<file path="src/pbsi_pkg.sv">
// constants and types for the pipelined burst sram interface
// Overview of operation
// RULE1: output enable low drives data pins
// RULE2: first read cycle after deselect stays tristated
// RULE3: sampled low advance steps burst address
// RULE4: processor strobe captures address and burst bits
// RULE5: controller strobe captures address and burst bits
// RULE6: processor strobe wins when both asserted
// RULE7: processor strobe ignored while first select high
// RULE8: sleep input idles device, contents kept
// RULE9: outputs show data addressed previous edge
// RULE10: input data captured on rising edge
// RULE11: strap low linear, high interleaved, kept static
// RULE12: scan output changes on test clock fall
// RULE13: scan input and mode sampled on rise
// RULE14: all inputs and outputs registered on rise; output_enable_n reaches dq_oe_n without a register here
// RULE15: two-bit counter wraps within group four
// RULE16: global write writes all four lanes
// RULE17: byte write needs lane select and enable
// RULE18: read starts on strobe, selected, writes high
// RULE19: read data reaches bus next edge
// RULE20: back-to-back single reads supported
// RULE21: deselect tristates outputs immediately
// RULE22: chip selects evaluated only on address load
// RULE23: master drives byte enable with lane selects
// RULE24: interleave xors count, linear adds modulo four
package pbsi_pkg;
   localparam int ADDR_W = 18;
   localparam int DATA_W = 32;
   localparam int LANES = 4;
   localparam int BURST_W = 2;
   localparam logic [BURST_W-1:0] BURST_RST = 2'h0;
   localparam logic [BURST_W-1:0] BURST_STEP = 2'h1;
   localparam logic [LANES-1:0] LANES_ALL = 4'hF;
   localparam logic [LANES-1:0] LANES_NONE = 4'h0;
   localparam logic [ADDR_W-1:0] ADDR_RST = 18'h00000;
   localparam logic [DATA_W-1:0] DATA_RST = 32'h00000000;
   localparam logic [LANES-1:0] PAR_RST = 4'h0;
   localparam logic [2:0] SCAN_RESET_ONES = 3'h5;
   localparam logic [2:0] SCAN_CNT_RST = 3'h0;
   typedef enum logic [1:0] {
      ST_DESEL = 2'b00,
      ST_READ = 2'b01,
      ST_WRITE = 2'b10
   } pbsi_state_t;
endpackage

</file>
<file path="src/pbsi_burst_ctr.sv">
// two-bit wraparound burst counter with selectable order
`timescale 1ns/10ps
module pbsi_burst_ctr (
   input wire logic core_clk,
   input wire logic rst,
   input wire logic load,
   input wire logic [pbsi_pkg::BURST_W-1:0] start_bits,
   input wire logic advance,
   input wire logic interleave,
   output logic [pbsi_pkg::BURST_W-1:0] burst_bits
);
   import pbsi_pkg::*;

   logic [BURST_W-1:0] start_reg;
   logic [BURST_W-1:0] count_reg;

   always_ff @(posedge core_clk) begin
      if (rst) begin
         start_reg <= BURST_RST;
         count_reg <= BURST_RST;
      end else if (load) begin
         start_reg <= start_bits; // RULE15
         count_reg <= BURST_RST;
      end else if (advance) begin
         // two bits wrap by themselves
         count_reg <= count_reg + BURST_STEP; // RULE15
      end
   end

   always_comb begin
      if (interleave) begin
         burst_bits = start_reg ^ count_reg; // RULE24
      end else begin
         burst_bits = start_reg + count_reg; // RULE24
      end
   end
endmodule

</file>
<file path="src/pbsi_sram_if.sv">
// synchronous control, data and scan logic of the burst sram
`timescale 1ns/10ps
module pbsi_sram_if (
   input wire logic core_clk,
   input wire logic rst,
   input wire logic [pbsi_pkg::ADDR_W-1:0] addr,
   input wire logic proc_addr_strobe_n,
   input wire logic ctrl_addr_strobe_n,
   input wire logic burst_advance_n,
   input wire logic chip_select_first_n,
   input wire logic chip_select_second,
   input wire logic chip_select_third_n,
   input wire logic all_bytes_write_n,
   input wire logic byte_write_enable_n,
   input wire logic [pbsi_pkg::LANES-1:0] byte_lane_select_n,
   input wire logic output_enable_n,
   input wire logic sleep_request,
   input wire logic burst_order_strap,
   input wire logic [pbsi_pkg::DATA_W-1:0] dq_in,
   output logic [pbsi_pkg::DATA_W-1:0] dq_out,
   input wire logic [pbsi_pkg::LANES-1:0] parity_lines_in,
   output logic [pbsi_pkg::LANES-1:0] parity_lines_out,
   output logic dq_oe_n,
   output logic [pbsi_pkg::ADDR_W-1:0] mem_rd_addr,
   input wire logic [pbsi_pkg::DATA_W-1:0] mem_rd_data,
   input wire logic [pbsi_pkg::LANES-1:0] mem_rd_parity,
   output logic mem_wr_en,
   output logic [pbsi_pkg::LANES-1:0] mem_byte_we,
   output logic [pbsi_pkg::ADDR_W-1:0] mem_wr_addr,
   output logic [pbsi_pkg::DATA_W-1:0] mem_wr_data,
   output logic [pbsi_pkg::LANES-1:0] mem_wr_parity,
   output logic sleeping,
   input wire logic test_clk,
   input wire logic test_data_in,
   input wire logic test_mode_select,
   output logic test_data_out
);
   import pbsi_pkg::*;

   pbsi_state_t state_reg;
   pbsi_state_t state_next;
   logic [ADDR_W-1:0] addr_reg;
   logic [BURST_W-1:0] burst_bits;
   logic sleep_s1_reg;
   logic sleep_s2_reg;
   logic strap_s1_reg;
   logic strap_s2_reg;
   logic proc_load;
   logic any_load;
   logic sel_pins;
   logic selected;
   logic advance;
   logic wr_req;
   logic write_now;
   logic read_now;
   logic desel_now;
   logic [LANES-1:0] lanes_next;
   logic [ADDR_W-1:0] cur_addr;
   logic rd_pend_reg;
   logic out_valid_reg;
   logic mask_reg;
   logic [DATA_W-1:0] dq_out_reg;
   logic [LANES-1:0] par_out_reg;
   logic mem_wr_en_reg;
   logic [LANES-1:0] mem_byte_we_reg;
   logic [ADDR_W-1:0] mem_wr_addr_reg;
   logic [DATA_W-1:0] mem_wr_data_reg;
   logic [LANES-1:0] mem_wr_par_reg;
   logic tck_s1_reg;
   logic tck_s2_reg;
   logic tck_s3_reg;
   logic tdi_s1_reg;
   logic tdi_s2_reg;
   logic tms_s1_reg;
   logic tms_s2_reg;
   logic tck_rise;
   logic tck_fall;
   logic bypass_reg;
   logic [2:0] tms_cnt_reg;
   logic tdo_reg;

   // sleep and strap pins pass two flops before use
   always_ff @(posedge core_clk) begin
      if (rst) begin
         sleep_s1_reg <= 1'b0;
         sleep_s2_reg <= 1'b0;
         strap_s1_reg <= 1'b1;
         strap_s2_reg <= 1'b1;
      end else begin
         sleep_s1_reg <= sleep_request; // RULE8
         sleep_s2_reg <= sleep_s1_reg;
         strap_s1_reg <= burst_order_strap; // RULE11
         strap_s2_reg <= strap_s1_reg;
      end
   end

   assign selected = (state_reg != ST_DESEL);
   // strobes are blocked in sleep; pending access is dropped
   assign proc_load = !proc_addr_strobe_n && !chip_select_first_n
      && !sleep_s2_reg; // RULE7
   assign any_load = proc_load
      || (!ctrl_addr_strobe_n && !sleep_s2_reg); // RULE6 RULE5
   // chip selects only matter on a load edge
   assign sel_pins = !chip_select_first_n && chip_select_second
      && !chip_select_third_n; // RULE22
   assign advance = !any_load && selected && !burst_advance_n
      && !sleep_s2_reg; // RULE3
   assign wr_req = !all_bytes_write_n
      || (!byte_write_enable_n && (byte_lane_select_n != LANES_ALL));

   always_comb begin
      if (!all_bytes_write_n) begin
         lanes_next = LANES_ALL; // RULE16
      end else if (!byte_write_enable_n) begin
         lanes_next = ~byte_lane_select_n; // RULE17
      end else begin
         lanes_next = LANES_NONE;
      end
   end

   always_comb begin
      write_now = 1'b0;
      read_now = 1'b0;
      desel_now = 1'b0;
      if (sleep_s2_reg) begin
         desel_now = 1'b1;
      end else if (any_load) begin
         if (!sel_pins) begin
            desel_now = 1'b1; // RULE21
         end else if (proc_load) begin
            // write controls ignored on the strobe edge
            read_now = 1'b1; // RULE4
         end else if (wr_req) begin
            write_now = 1'b1;
         end else begin
            read_now = all_bytes_write_n
               && byte_write_enable_n; // RULE18
         end
      end else if (selected) begin
         write_now = wr_req;
         read_now = !wr_req;
      end
   end

   always_comb begin
      case ({desel_now, write_now, read_now})
         3'b010: state_next = ST_WRITE;
         3'b001: state_next = ST_READ;
         3'b000: state_next = (any_load || sleep_s2_reg) ? ST_DESEL
            : state_reg;
         default: state_next = ST_DESEL;
      endcase
   end

   always_ff @(posedge core_clk) begin
      if (rst) begin
         state_reg <= ST_DESEL;
      end else begin
         state_reg <= state_next;
      end
   end

   // address register; chip selects are not stored
   always_ff @(posedge core_clk) begin
      if (rst) begin
         addr_reg <= ADDR_RST;
      end else if (any_load) begin
         addr_reg <= addr; // RULE4 RULE5 RULE14
      end
   end

   pbsi_burst_ctr u_burst (
      .core_clk(core_clk),
      .rst(rst),
      .load(any_load),
      .start_bits(addr[BURST_W-1:0]),
      .advance(advance),
      .interleave(strap_s2_reg),
      .burst_bits(burst_bits)
   );

   assign mem_rd_addr = {addr_reg[ADDR_W-1:BURST_W], burst_bits};
   // a write on the strobe edge uses the pin address directly
   assign cur_addr = any_load ? addr : mem_rd_addr;

   // self-timed write: one pulse after data is captured
   always_ff @(posedge core_clk) begin
      if (rst) begin
         mem_wr_en_reg <= 1'b0;
         mem_byte_we_reg <= LANES_NONE;
         mem_wr_addr_reg <= ADDR_RST;
         mem_wr_data_reg <= DATA_RST;
         mem_wr_par_reg <= PAR_RST;
      end else begin
         mem_wr_en_reg <= write_now;
         if (write_now) begin
            mem_byte_we_reg <= lanes_next; // RULE16 RULE17
            mem_wr_addr_reg <= cur_addr;
            mem_wr_data_reg <= dq_in; // RULE10
            mem_wr_par_reg <= parity_lines_in; // RULE10
         end
      end
   end

   // one cycle of output pipelining
   always_ff @(posedge core_clk) begin
      if (rst) begin
         rd_pend_reg <= 1'b0;
         out_valid_reg <= 1'b0;
         mask_reg <= 1'b0;
         dq_out_reg <= DATA_RST;
         par_out_reg <= PAR_RST;
      end else begin
         rd_pend_reg <= read_now; // RULE20
         out_valid_reg <= rd_pend_reg && !write_now
            && !desel_now; // RULE19 RULE21
         mask_reg <= read_now && !selected; // RULE2
         if (rd_pend_reg) begin
            dq_out_reg <= mem_rd_data; // RULE9 RULE14
            par_out_reg <= mem_rd_parity; // RULE9
         end
      end
   end

   // enable is asynchronous by design, so it gates the drivers
   // directly rather than through the clocked path
   assign dq_oe_n = output_enable_n || !out_valid_reg || mask_reg
      || sleep_s2_reg; // RULE1 RULE2 RULE8
   assign dq_out = dq_out_reg;
   assign parity_lines_out = par_out_reg;
   assign mem_wr_en = mem_wr_en_reg;
   assign mem_byte_we = mem_byte_we_reg;
   assign mem_wr_addr = mem_wr_addr_reg;
   assign mem_wr_data = mem_wr_data_reg;
   assign mem_wr_parity = mem_wr_par_reg;
   assign sleeping = sleep_s2_reg;

   // scan port: test clock is oversampled, so it must run
   // well below a quarter of the core clock
   always_ff @(posedge core_clk) begin
      if (rst) begin
         tck_s1_reg <= 1'b0;
         tck_s2_reg <= 1'b0;
         tck_s3_reg <= 1'b0;
         tdi_s1_reg <= 1'b1;
         tdi_s2_reg <= 1'b1;
         tms_s1_reg <= 1'b1;
         tms_s2_reg <= 1'b1;
      end else begin
         tck_s1_reg <= test_clk;
         tck_s2_reg <= tck_s1_reg;
         tck_s3_reg <= tck_s2_reg;
         tdi_s1_reg <= test_data_in;
         tdi_s2_reg <= tdi_s1_reg;
         tms_s1_reg <= test_mode_select;
         tms_s2_reg <= tms_s1_reg;
      end
   end

   assign tck_rise = tck_s2_reg && !tck_s3_reg;
   assign tck_fall = !tck_s2_reg && tck_s3_reg;

   // bypass stage only; five high mode samples clear it
   always_ff @(posedge core_clk) begin
      if (rst) begin
         bypass_reg <= 1'b0;
         tms_cnt_reg <= SCAN_CNT_RST;
      end else if (tck_rise) begin
         if (!tms_s2_reg) begin
            tms_cnt_reg <= SCAN_CNT_RST; // RULE13
            bypass_reg <= tdi_s2_reg; // RULE13
         end else if (tms_cnt_reg == SCAN_RESET_ONES - 3'h1) begin
            tms_cnt_reg <= SCAN_RESET_ONES;
            bypass_reg <= 1'b0;
         end else if (tms_cnt_reg != SCAN_RESET_ONES) begin
            tms_cnt_reg <= tms_cnt_reg + 3'h1;
         end
      end
   end

   always_ff @(posedge core_clk) begin
      if (rst) begin
         tdo_reg <= 1'b0;
      end else if (tck_fall) begin
         tdo_reg <= bypass_reg; // RULE12
      end
   end

   assign test_data_out = tdo_reg;

   property p_oe_high_tristates;
      @(posedge core_clk) disable iff (rst)
      output_enable_n |-> dq_oe_n;
   endproperty
   a_oe_high_tristates: assert property (p_oe_high_tristates) // RULE1
      else $error("pins driven with output enable high");

   property p_first_masked;
      @(posedge core_clk) disable iff (rst)
      (read_now && !selected) |=> dq_oe_n;
   endproperty
   a_first_masked: assert property (p_first_masked) // RULE2
      else $error("pins driven in first cycle after deselect");

   property p_advance_linear;
      @(posedge core_clk) disable iff (rst)
      (advance && !strap_s2_reg) |=>
         burst_bits == $past(burst_bits) + BURST_STEP;
   endproperty
   a_advance_linear: assert property (p_advance_linear) // RULE3
      else $error("linear burst did not step");

   property p_advance_interleave;
      @(posedge core_clk) disable iff (rst)
      (any_load && strap_s2_reg) ##1 advance |=>
         burst_bits == ($past(burst_bits) ^ 2'h1);
   endproperty
   a_advance_interleave: assert property (p_advance_interleave) // RULE24
      else $error("interleaved second address wrong");

   property p_proc_load;
      @(posedge core_clk) disable iff (rst)
      proc_load |=> (addr_reg == $past(addr))
         && (burst_bits == $past(addr[BURST_W-1:0]));
   endproperty
   a_proc_load: assert property (p_proc_load) // RULE4
      else $error("processor strobe did not load address");

   property p_ctrl_load;
      @(posedge core_clk) disable iff (rst)
      (!ctrl_addr_strobe_n && !sleep_s2_reg) |=>
         mem_rd_addr == $past(addr);
   endproperty
   a_ctrl_load: assert property (p_ctrl_load) // RULE5
      else $error("controller strobe did not load address");

   property p_proc_wins;
      @(posedge core_clk) disable iff (rst)
      proc_load |=> !mem_wr_en;
   endproperty
   a_proc_wins: assert property (p_proc_wins) // RULE6
      else $error("write taken on processor strobe edge");

   property p_proc_ignored;
      @(posedge core_clk) disable iff (rst)
      // state may still move on a write request, so only loads count
      (chip_select_first_n && ctrl_addr_strobe_n) |->
         !any_load ##1 $stable(addr_reg);
   endproperty
   a_proc_ignored: assert property (p_proc_ignored) // RULE7
      else $error("processor strobe acted with first select high");

   property p_sleep_idle;
      @(posedge core_clk) disable iff (rst)
      sleep_s2_reg |=> dq_oe_n && !mem_wr_en && state_reg == ST_DESEL;
   endproperty
   a_sleep_idle: assert property (p_sleep_idle) // RULE8
      else $error("activity during sleep");

   property p_pipeline;
      @(posedge core_clk) disable iff (rst)
      rd_pend_reg |=> dq_out == $past(mem_rd_data);
   endproperty
   a_pipeline: assert property (p_pipeline) // RULE9
      else $error("output register missed read data");

   property p_data_capture;
      @(posedge core_clk) disable iff (rst)
      write_now |=> mem_wr_en && mem_wr_data == $past(dq_in)
         && mem_byte_we == $past(lanes_next);
   endproperty
   a_data_capture: assert property (p_data_capture) // RULE10
      else $error("write data not captured");

   property p_global_write;
      @(posedge core_clk) disable iff (rst)
      (write_now && !all_bytes_write_n) |=> mem_byte_we == LANES_ALL;
   endproperty
   a_global_write: assert property (p_global_write) // RULE16
      else $error("global write missed a lane");

   property p_desel;
      @(posedge core_clk) disable iff (rst)
      (any_load && !sel_pins) |=> dq_oe_n && !selected;
   endproperty
   a_desel: assert property (p_desel) // RULE21
      else $error("outputs driven after deselect");

   property p_tdo_on_fall;
      @(posedge core_clk) disable iff (rst)
      !tck_fall |=> $stable(test_data_out);
   endproperty
   a_tdo_on_fall: assert property (p_tdo_on_fall) // RULE12
      else $error("scan output moved off a falling edge");

   property p_read_visible;
      @(posedge core_clk) disable iff (rst)
      read_now ##1 (!write_now && !desel_now && !sleep_s2_reg)
         ##0 selected ##1 (!output_enable_n && !sleep_s2_reg)
         |-> !dq_oe_n;
   endproperty
   a_read_visible: assert property (p_read_visible) // RULE19
      else $error("read data not driven with enable low");

   c_back_to_back: cover property (@(posedge core_clk) disable iff (rst)
      read_now && any_load ##1 read_now && any_load);
   c_ctrl_write: cover property (@(posedge core_clk) disable iff (rst)
      write_now && any_load);
   c_burst_four: cover property (@(posedge core_clk) disable iff (rst)
      advance ##1 advance ##1 advance);
   c_sleep: cover property (@(posedge core_clk) disable iff (rst)
      sleep_s2_reg ##1 !sleep_s2_reg);
endmodule

</file>
<file path="config.mk">
export PLATFORM = sky130hd
export DESIGN_NAME = pbsi_sram_if
export DESIGN_NICKNAME = d
export VERILOG_FILES = /design/src/pbsi_pkg.sv /design/src/pbsi_burst_ctr.sv /design/src/pbsi_sram_if.sv
export SDC_FILE = /design/constraint.sdc
export NUM_CORES = 1
export LEC_CHECK = 0
export BUFFER_PORTS_ARGS = -buffer_cell sky130_fd_sc_hd__buf_2
export CAP_MARGIN = 10
export CORE_AREA = 2 2 105 107
export DETAILED_ROUTE_END_ITERATION = 8
export DIE_AREA = 0 0 107 109
export PLACE_DENSITY = 0.78
export SETUP_SLACK_MARGIN = 0.5
export SYNTH_ARGS = -nofsm -noshare
export SYNTH_HDL_FRONTEND = slang
export SYNTH_SLANG_ARGS = --single-unit
export TNS_END_PERCENT = 10
</file>
<file path="constraint.sdc">
create_clock -name core_clk -period 1.9 [get_ports core_clk]
set_input_delay 0.19 -clock core_clk [delete_from_list [all_inputs] [get_ports core_clk]]
set_output_delay 0.19 -clock core_clk [all_outputs]
set_load 0.02 [all_outputs]
</file>
==> results.tsv, run 1 <==
metric	value	unit
final setup margin	0.250	ns
cell count after synthesis	420	
wire per inst	16.3	µm
initial antenna violation count	0	
Avg Cell Area, Syn	11.3	µm²
Placed Area	5930	µm²
pin count of the biggest net entering global routing	45	
area of the die	11700	µm²
Layout Skew	0.00621	ns
synth unique cells	39	
Setup Viol. Count Final	0	
Fin Setup TNS	0	ns
Arr. time, crit path	1.46	ns
Area Growth Syn to Fin	63.4	%
RSZ-0062 raised after global routing	true	
Antenna Nets Post-Route	0	
Crit path required time	1.71	ns
GRT Total Usage	24.6	%
root buf cell	clkbuf_8	
DR vias	4442	
total power per unit cell area	949	nW/µm²
Max-cap violations	0	
worst min path class	in2reg	
share of post-route cells with drive strength above 1	40.4	%
largest delay contributor family on the critical path	simple AND/OR/NAND/NOR gates	
Yosys warnings	0	
final wirelength	14500	µm
core area	10600	µm²
GRT overflow	0	
Setup crit end kind	output pin	
number of global-route vias before repair	4690	
Worst-path clk slew	0.06	ns
metal3 WL	777	µm
CP Max Fanout	2	
Iteration-0 DRC Markers	254	
M1 WL	5630	µm
Fill cells	680	
total CTS buffers	17	
Register Area	2730	µm²
first-pass GRT wire length	22200	µm
H-tree levels	4	
Hold Vio Cnt, Final	0	
Synth async-reset ratio	0	%
hpwl dp	8350	µm
Core Rows	38	
Num Clock Sinks	136	
fin nets	849	
CTS tree	built	
critical path's largest stage delay	0.48	ns
Max Slew Vio Count	0	
Worst-Margin Slew	0.433	ns
kind of start point of the critical path	flip-flop	
critical setup path kind	reg2out	
DRC	0	
Placed Cells	750	
Peak supply drop	0.697	mV
Critical Path Slowest Stage Cell	or4b_4	
Primary FF master, synth	dfxtp_1	
Die Y	109	µm
fmax	606	MHz
sequential fraction of the synthesis area	57.3	%
syn_nets	534	
number of top-level pins	226	
Critical path buffers and inverters	1	
area of the mapped netlist	4750	µm²
Max-slew headroom	71.1	%
initial core utilization	44.8	%
Worst-Skew Late Latency	0.50	ns
Post-synth EDFFs	0	
ant diodes	0	
Longest Clk Path Bufs	2	
top sig layer	met4	
Final GP Congestion	0.812	
Final Core Density	73.2	%
CP cell instances	or4b_4, buf_6	
multi-input logic area	1840	µm²
period utilization	86.8	%
Place WS	0.142	ns
final non-filler cell area	7760	µm²
status	complete, no violations	
Port-buffer cells	225	
DR pass1 iterations	4	
vias per cell	5.00	
final period demand of the worst path	1.65	ns
non-filler cells, final	888	
DIE WIDTH	107	µm
Yosys reg bits	136	
met2 routed WL	7600	µm
Leak	3.66	nW
reg2reg setup slack	0.26	ns
[logic make-up (layout without fill, tap and decap cells)]
kind of cell	after synthesis	after routing	synth area share, %
AOI/OAI and AO/OA	79	79	14.0
xor gates and xnor gates	4	4	0.737
adders and majority gates	4	4	1.05
buffers and inverters	48	376	5.53
DFF	136	136	57.3
muxes	57	57	12.0
and+or+nand+nor	92	92	9.32
[cells in the final DEF, fill, tap and decap left out, types with 3 or more instances in the layout]
cell           instances
dfxtp_2                3
mux2i_1               57
dfxtp_1              132
buf_4                 11
xnor2_1                3
o2bb2ai_2              3
o2bb2ai_1             15
nor2b_1                7
nor3_1                 4
clkbuf_16             16
buf_16                 3
a22o_1                40
or2_2                  6
dlygate4sd3_1         95
clkbuf_8               6
buf_2                223
o21ai_0                4
a21oi_1                5
nand2_1                4
buf_12                 4
ha_1                   3
bufinv_16              4
nor2_1                56
inv_1                  4
[cell type report]
class                      instances  share of cell area (%)
sequential                       136                    35.2
timing repair buffer             339                    30.3
multi-input combinational        236                    23.7
clock buffer                      22                    6.22
tap                              140                    2.26
clock inverter                    10                    2.11
inverter                           5                   0.242
[worst register-to-register path, cell delays in order, from the launching register on]
cell and delay [ns]:
dfxtp_4 0.34, buf_4 0.17, a21o_1 0.18, a21oi_4 0.06, a21oi_4 0.36, buf_6 0.17, buf_4 0.17, o2bb2ai_1 0.13
[cell usage after synthesis, types with 2 or more instances]
cell type  instances  area share [%]
inv_1              4            0.32
clkbuf_1          12            0.95
ha_1               4             1.1
buf_4             16             2.5
a22o_1            40             7.4
buf_2             12             1.3
nand2_1            4            0.32
dfxtp_1          136              57
mux2i_1           57              12
a211oi_1           2            0.32
nor3_1             4            0.42
a21oi_1            6            0.63
xnor2_1            4            0.74
nor2_1            57             4.5
nor2b_1            9             1.2
a21o_1             2            0.32
nand2b_1           2            0.26
nor4b_1            2            0.37
o21ai_0            4            0.42
buf_1              2            0.16
o2bb2ai_1         18             3.3
or2_2              6            0.79
[report_power, final]
group	total (W)	internal, W	switching (W)
clock	0.00350	0.00231	0.00118
combinational	0.000859	0.000435	0.000424
sequential	0.00301	0.00296	0.0000574
total	0.00737	0.00570	0.00166
[layer usage]
metal  vias up  global-route usage (%)
li1       2108                       -
met1      2104                    25.9
met2       190                    45.6
met3        40                    5.32
met4         0                    13.6
met5         -                       0
[metrics by stage]
| step | power, W | hold WS, ns |
|---|---|---|
| 5_1_grt | 0.00761 | 0.0373 |
| 6_report | 0.00737 | 0.0499 |
| 3_3_place_gp | 0.00369 | 0.377 |
| 2_1_floorplan | 0.00346 | 0.294 |
| 3_5_place_dp | 0.00371 | 0.380 |
| 4_1_cts | 0.00738 | 0.0240 |
[worst paths after layout]
path,startpoint,end,depth (start not counted)
worst max-delay path,sleeping$_SDFF_PP0_,dq_oe_n,2
worst min-delay path,burst_advance_n,u_burst.count_reg[0]$_SDFFE_PP0P_,4
worst max register to register,sleeping$_SDFF_PP0_,mem_wr_addr[1]$_SDFFE_PP0P_,7
worst min register to register,tdi_s1_reg$_SDFF_PP1_,tdi_s2_reg$_SDFF_PP1_,1
[timing repair]
| item | CTS | global route |
|---|---|---|
| gates resized for setup | 13 | 12 |
| setup endpoints to repair | 66 | 85 |
| gates cloned | 3 | 0 |
| endpoints found under the hold margin | 109 | 0 |
| hold buffers | 95 | 0 |
| buffers inserted | 4 | 4 |
| pin swaps | 4 | 5 |
Power figures use the tool's default switching activity.
==> run 2, diff against run 1 <==
- CORE_AREA: 2 2 105 107 -> 2 2 111 113
- DIE_AREA: 0 0 107 109 -> 0 0 113 115
- SYNTH_HIERARCHICAL: unset -> 1
==> run 2 against run 1 <==
Net effect: the run now ends with DRC left; first-iteration DRC count is 0.79% higher; critical path depth grew 6; die area up 11%.
==> results.tsv, run 2 <==
metric	value	unit
Sw Pwr	0.00164	W
initial core utilization	46.7	%
Setup crit end kind	flip-flop	
Leak	3.51	nW
hpwl dp	9520	µm
top area cells in the synthesized netlist	dfxtp_1, mux2i_1, nand2b_1, mux2_4, nor2_1	
Clk pwr share	46.5	%
Register Area	2730	µm²
number of top-level pins	226	
largest family of logic cells by synthesized area	simple AND/OR/NAND/NOR gates	
initial antenna violation count	0	
Fill cells	956	
worst min path class	in2reg	
Longest Clk Path Bufs	2	
Internal	0.00545	W
Worst-path clk slew	0.06	ns
DR vias	4627	
Die Y	115	µm
top-area cell type share of the netlist area	49.4	%
Max-cap violations	0	
total power per unit cell area	917	nW/µm²
Yosys reg bits	136	
syn_nets	653	
CTS tree	built	
Worst-Margin Slew	0.581	ns
most frequent cells in the layout	buf_2, dfxtp_1, nand2b_1, mux2i_1, nor2_1	
Arr. time, crit path	2.01	ns
status	complete, but fails checks	
Max-slew headroom	61.3	%
Final GP Congestion	0.809	
Antenna Nets Post-Route	0	
Post-Synth Simple-Gate Area	21.1	%
post-synth top area cell	dfxtp_1	
H-tree levels	4	
vias per cell	4.95	
number of global-route vias before repair	4549	
Core Rows	40	
Fin Setup TNS	0	ns
Num Clock Sinks	136	
RSZ-0062 raised after global routing	true	
Area Growth Syn to Fin	40.1	%
final period demand of the worst path	1.68	ns
fmax	595	MHz
mux contribution to synthesized area	19.0	%
Synth Area in Compound Gates	6.01	%
Gate power share	11.1	%
Port-buffer cells	225	
core area	11800	µm²
cell count after synthesis	539	
most common cell in the netlist	dfxtp_1	
period utilization	88.4	%
wire per inst	15.3	µm
ant diodes	0	
Primary FF master, synth	dfxtp_1	
DRC	10	
total CTS buffers	17	
final wirelength	14300	µm
failing checks	DRC	
Post-synth EDFFs	0	
critical setup path kind	in2reg	
area of the mapped netlist	5520	µm²
first-pass GRT wire length	21900	µm
Adder-Cell Fraction of Synth Area	0.907	%
Iteration-0 DRC Markers	256	
area of the die	13000	µm²
Avg Cell Area, Syn	10.2	µm²
synth unique cells	39	
CP Max Fanout	10	
Crit path required time	2.23	ns
Layout Skew	0.00318	ns
share of post-route cells with drive strength above 1	39.9	%
Worst-Skew Late Latency	0.41	ns
GRT Total Usage	21.2	%
fin nets	888	
multi-input logic area	2670	µm²
Hold Vio Cnt, Final	0	
XOR/XNOR Fraction of Synth Area	0.476	%
sw frac	23.2	%
most common cell after layout, fill and taps aside	buf_2	
Synth async-reset ratio	0	%
overall power	0.00709	W
kind of start point of the critical path	input pin	
sequential power share	42.4	%
synth cell count leaders	dfxtp_1, nand2b_1, mux2i_1	
DR pass1 iterations	6	
sequential fraction of the synthesis area	49.4	%
Peak supply drop	0.572	mV
hold slack final	0.0172	ns
DIE WIDTH	113	µm
Setup Viol. Count Final	0	
root buf cell	clkbuf_16	
GRT overflow	0	
Max Slew Vio Count	0	
Yosys warnings	6	
pin count of the biggest net entering global routing	64	
## run 2: cell count changes in the layout (fill, tap and decap cells not counted), moves of 11 or more
cell           change
mux2i_1           +22
o21ai_0           +20
a21oi_1           +19
dlygate4sd3_1     -90
nand2b_1          +79
a22o_1            -40
mux2_4            +14
nor2_1            -11
nand3b_1          +19
o2bb2ai_1         -15
nor2b_1           +20
## run 2: final timing paths
kind / from / slack [ns] / cells after the start / endpoint
max: chip_select_first_n / 0.22 / 8 / mem_wr_data[17]$_SDFFE_PP0P_
min: mem_rd_parity[1] / 0.02 / 3 / parity_lines_out[1]$_SDFFE_PP0P_
max reg2reg: state_reg[1]$_SDFFE_PP0P_ / 0.29 / 7 / mem_wr_data[17]$_SDFFE_PP0P_
min reg2reg: tms_s1_reg$_SDFF_PP1_ / 0.41 / 1 / tms_s2_reg$_SDFF_PP1_
## run 2: timing repair
action,4_1_cts,5_1_grt
pin swaps,3,1
gates resized for setup,12,10
hold endpoints to repair,5,0
hold buffers,5,0
setup buffers,5,0
gates cloned,3,3
endpoints found under the setup margin,71,72
## run 2: layout make-up
type	instances	share of cell area [%]
clock inverters	9	1.59
repair buffers	254	20.1
inverters	2	0.0972
flip-flops and latches	136	35.3
well taps	147	2.38
multi-input cells	363	34.5
clock buffers	23	6.06
## run 2: kinds of logic (layout without fill, tap and decap cells)
group	after synthesis	after routing
multiplexers	97	97
AND/OR/NAND/NOR	200	200
buffers and inverters	40	288
flip-flops	136	136
AO/OA/AOI/OAI	59	59
adder cells (fa/ha/maj)	4	4
XOR/XNOR	3	3
## run 2: metal layers
metal  wire, µm  track usage, %
met1       6020            25.2
met4        223            8.05
met2       7180            37.1
met3        821            5.43
met5          0               0
## run 2: power groups by stage
stage	Combinational, W	Clock [W]	Sequential, W
floorplan	0.000333	0	0.00316
global placement	0.000703	0	0.00306
detailed placement	0.000724	0	0.00307
CTS	0.000767	0.00334	0.00301
global route	0.000850	0.00347	0.00302
finish	0.000786	0.00329	0.00301
## run 2: worst max-delay path, stage by stage
cell and delay, ns:
buf_6 0.09, or3b_4 0.40, or3b_4 0.40, buf_6 0.13, a211oi_4 0.25, buf_6 0.18, buf_12 0.16, mux2i_1 0.21
## run 2: through the flow
stage	utilization [%]	cells	instance area, µm²	worst slack (ns)
floorplan	-	539	5520	-0.0195
global placement	57.8	886	6830	-0.186
detailed placement	57.8	886	6830	-0.219
CTS	64.5	931	7620	0.246
global route	65.4	934	7730	0.189
finish	65.4	934	7730	0.220
==> run 3, diff against run 2 <==
- SETUP_SLACK_MARGIN: 0.5 -> 0.1
==> run 3 against run 2 <==
Net effect: the run still ends with DRC left; total power fell by 1.0%; worst setup slack got worse by 0.029 ns; combinational power fell by 7.0%; global-route usage fell by 0.93 points; sequential power barely moved; maximum frequency fell by 1.7%; clock power barely moved; first-iteration DRC count fell by 3.1%; final cell count fell by 1.2%; wire length fell by 7.0%; core utilization fell by 2.1 points; via count fell by 2.0%; highest routed layer unchanged.
==> results.tsv, run 3 (synthesis results as in run 2) <==
metric	value	unit
most frequent cells in the layout	buf_2, dfxtp_1, nand2b_1, mux2i_1, nor2_1	
DR vias	4535	
vias per cell	4.91	
root buf cell	clkbuf_16	
RSZ-0062 raised after global routing	false	
Final GP Congestion	0.809	
Max-cap violations	0	
reg2reg setup slack	0.28	ns
area of the die	13000	µm²
total CTS buffers	17	
Arr. time, crit path	2.04	ns
Critical path origin	chip_select_first_n	
final non-filler cell area	7480	µm²
Register Area	2730	µm²
core area	11800	µm²
DRC	10	
failing checks	DRC	
GRT overflow	0	
Worst-path clk slew	0.06	ns
Hold Vio Cnt, Final	0	
total power per unit cell area	938	nW/µm²
Setup crit end kind	flip-flop	
Max Slew Vio Count	0	
share of post-route cells with drive strength above 1	38.3	%
Longest Clk Path Bufs	2	
status	complete, but fails checks	
H-tree levels	4	
Post-CTS Setup Inserts	0	
Area Growth Syn to Fin	35.6	%
kind of start point of the critical path	input pin	
Iteration-0 DRC Markers	248	
Hold Crit Start	mem_rd_parity[1]	
Reg2Reg Capture Point	mem_wr_addr[2]$_SDFFE_PP0P_	
Worst-Margin Slew	0.579	ns
fmax	585	MHz
Setup Viol. Count Final	0	
RR Startpoint	state_reg[1]$_SDFFE_PP0P_	
initial antenna violation count	0	
CTS tree	built	
Fin Setup TNS	0	ns
number of global-route vias before repair	4463	
Layout Skew	0.00431	ns
period utilization	89.9	%
critical setup path kind	in2reg	
Hold EP	parity_lines_out[1]$_SDFFE_PP0P_	
WHS Path Cells	3	
Worst-Skew Late Latency	0.41	ns
Reg2Reg Depth	5	
Max-slew headroom	61.4	%
number of top-level pins	226	
Fill cells	983	
Num Clock Sinks	136	
Core Rows	40	
ant diodes	0	
fin nets	877	
multi-input logic area	2630	µm²
Crit path required time	2.23	ns
Placed Area	6830	µm²
DIE WIDTH	113	µm
pin count of the biggest net entering global routing	64	
worst min path class	in2reg	
GRT Total Usage	20.3	%
CP Max Fanout	40	
Leak	3.41	nW
first-pass GRT wire length	21100	µm
hpwl dp	9520	µm
most common cell after layout, fill and taps aside	buf_2	
Die Y	115	µm
DR pass1 iterations	6	
final period demand of the worst path	1.71	ns
initial core utilization	46.7	%
Port-buffer cells	225	
Antenna Nets Post-Route	0	
wire per inst	14.4	µm
final wirelength	13300	µm
Peak supply drop	0.570	mV
[run 3: changes by cell type in the layout (fill, tap and decap cells not counted), moves of 2 or more]
cell,previous run,this run
buf_16,3,0
buf_6,6,1
clkbuf_16,19,17
or3b_1,0,2
or3b_4,2,0
[run 3: worst max path at each step]
stage                                          to  slack, ns
detailed placement   mem_wr_data[17]$_SDFFE_PP0P_      -0.22
floorplan            mem_wr_addr[10]$_SDFFE_PP0P_      -0.02
global route        mem_wr_parity[0]$_SDFFE_PP0P_       0.13
CTS                  mem_wr_data[17]$_SDFFE_PP0P_       0.20
finish               mem_wr_data[17]$_SDFFE_PP0P_       0.19
global placement      mem_wr_addr[6]$_SDFFE_PP0P_      -0.19
[run 3: metrics by stage]
step	power (W)	util, %	setup WS [ns]	std cells	hold WS [ns]
6_report	0.00702	63.3	0.191	923	0.0194
5_1_grt	0.00729	63.3	0.132	923	0.0143
4_1_cts	0.00708	63.3	0.200	923	0.00569
3_5_place_dp	0.00379	57.8	-0.219	886	0.379
3_3_place_gp	0.00376	57.8	-0.186	886	0.378
2_1_floorplan	0.00349	-	-0.0195	539	0.262
[run 3: cell type report]
class                   count  share of cell area, %
clock buffers              23                   6.26
clock inverters             9                   1.64
inverters                   2                  0.100
multi-input cells         363                   35.1
flip-flops and latches    136                   36.4
well taps                 147                   2.46
repair buffers            243                   18.0
[run 3: routing by layer]
layer	routed length (µm)	vias up	GRT usage, %
li1	-	2258	-
met1	5720	2132	24.4
met2	6530	123	34.7
met3	776	22	5.90
met4	231	0	7.40
met5	0	-	0
[run 3: what timing repair did]
item / in CTS / in global routing
resized for setup: 4 / 0
endpoints found under the setup margin: 1 / 0
endpoints found under the hold margin: 5 / 0
hold buffers: 5 / 0
[run 3: where the power goes]
group | internal (W) | switching [W] | total, W | leakage (nW)
Sequential | 0.00296 | 0.0000518 | 0.00301 | 1.11
Clock | 0.00212 | 0.00116 | 0.00328 | 0.291
Combinational | 0.000334 | 0.000397 | 0.000731 | 2.01
[run 3: critical path: stages]
cell and delay (ns):
buf_2 0.10, or3b_1 0.42, or3b_1 0.46, a211oi_4 0.31
buf_12 0.30, mux2i_1 0.24
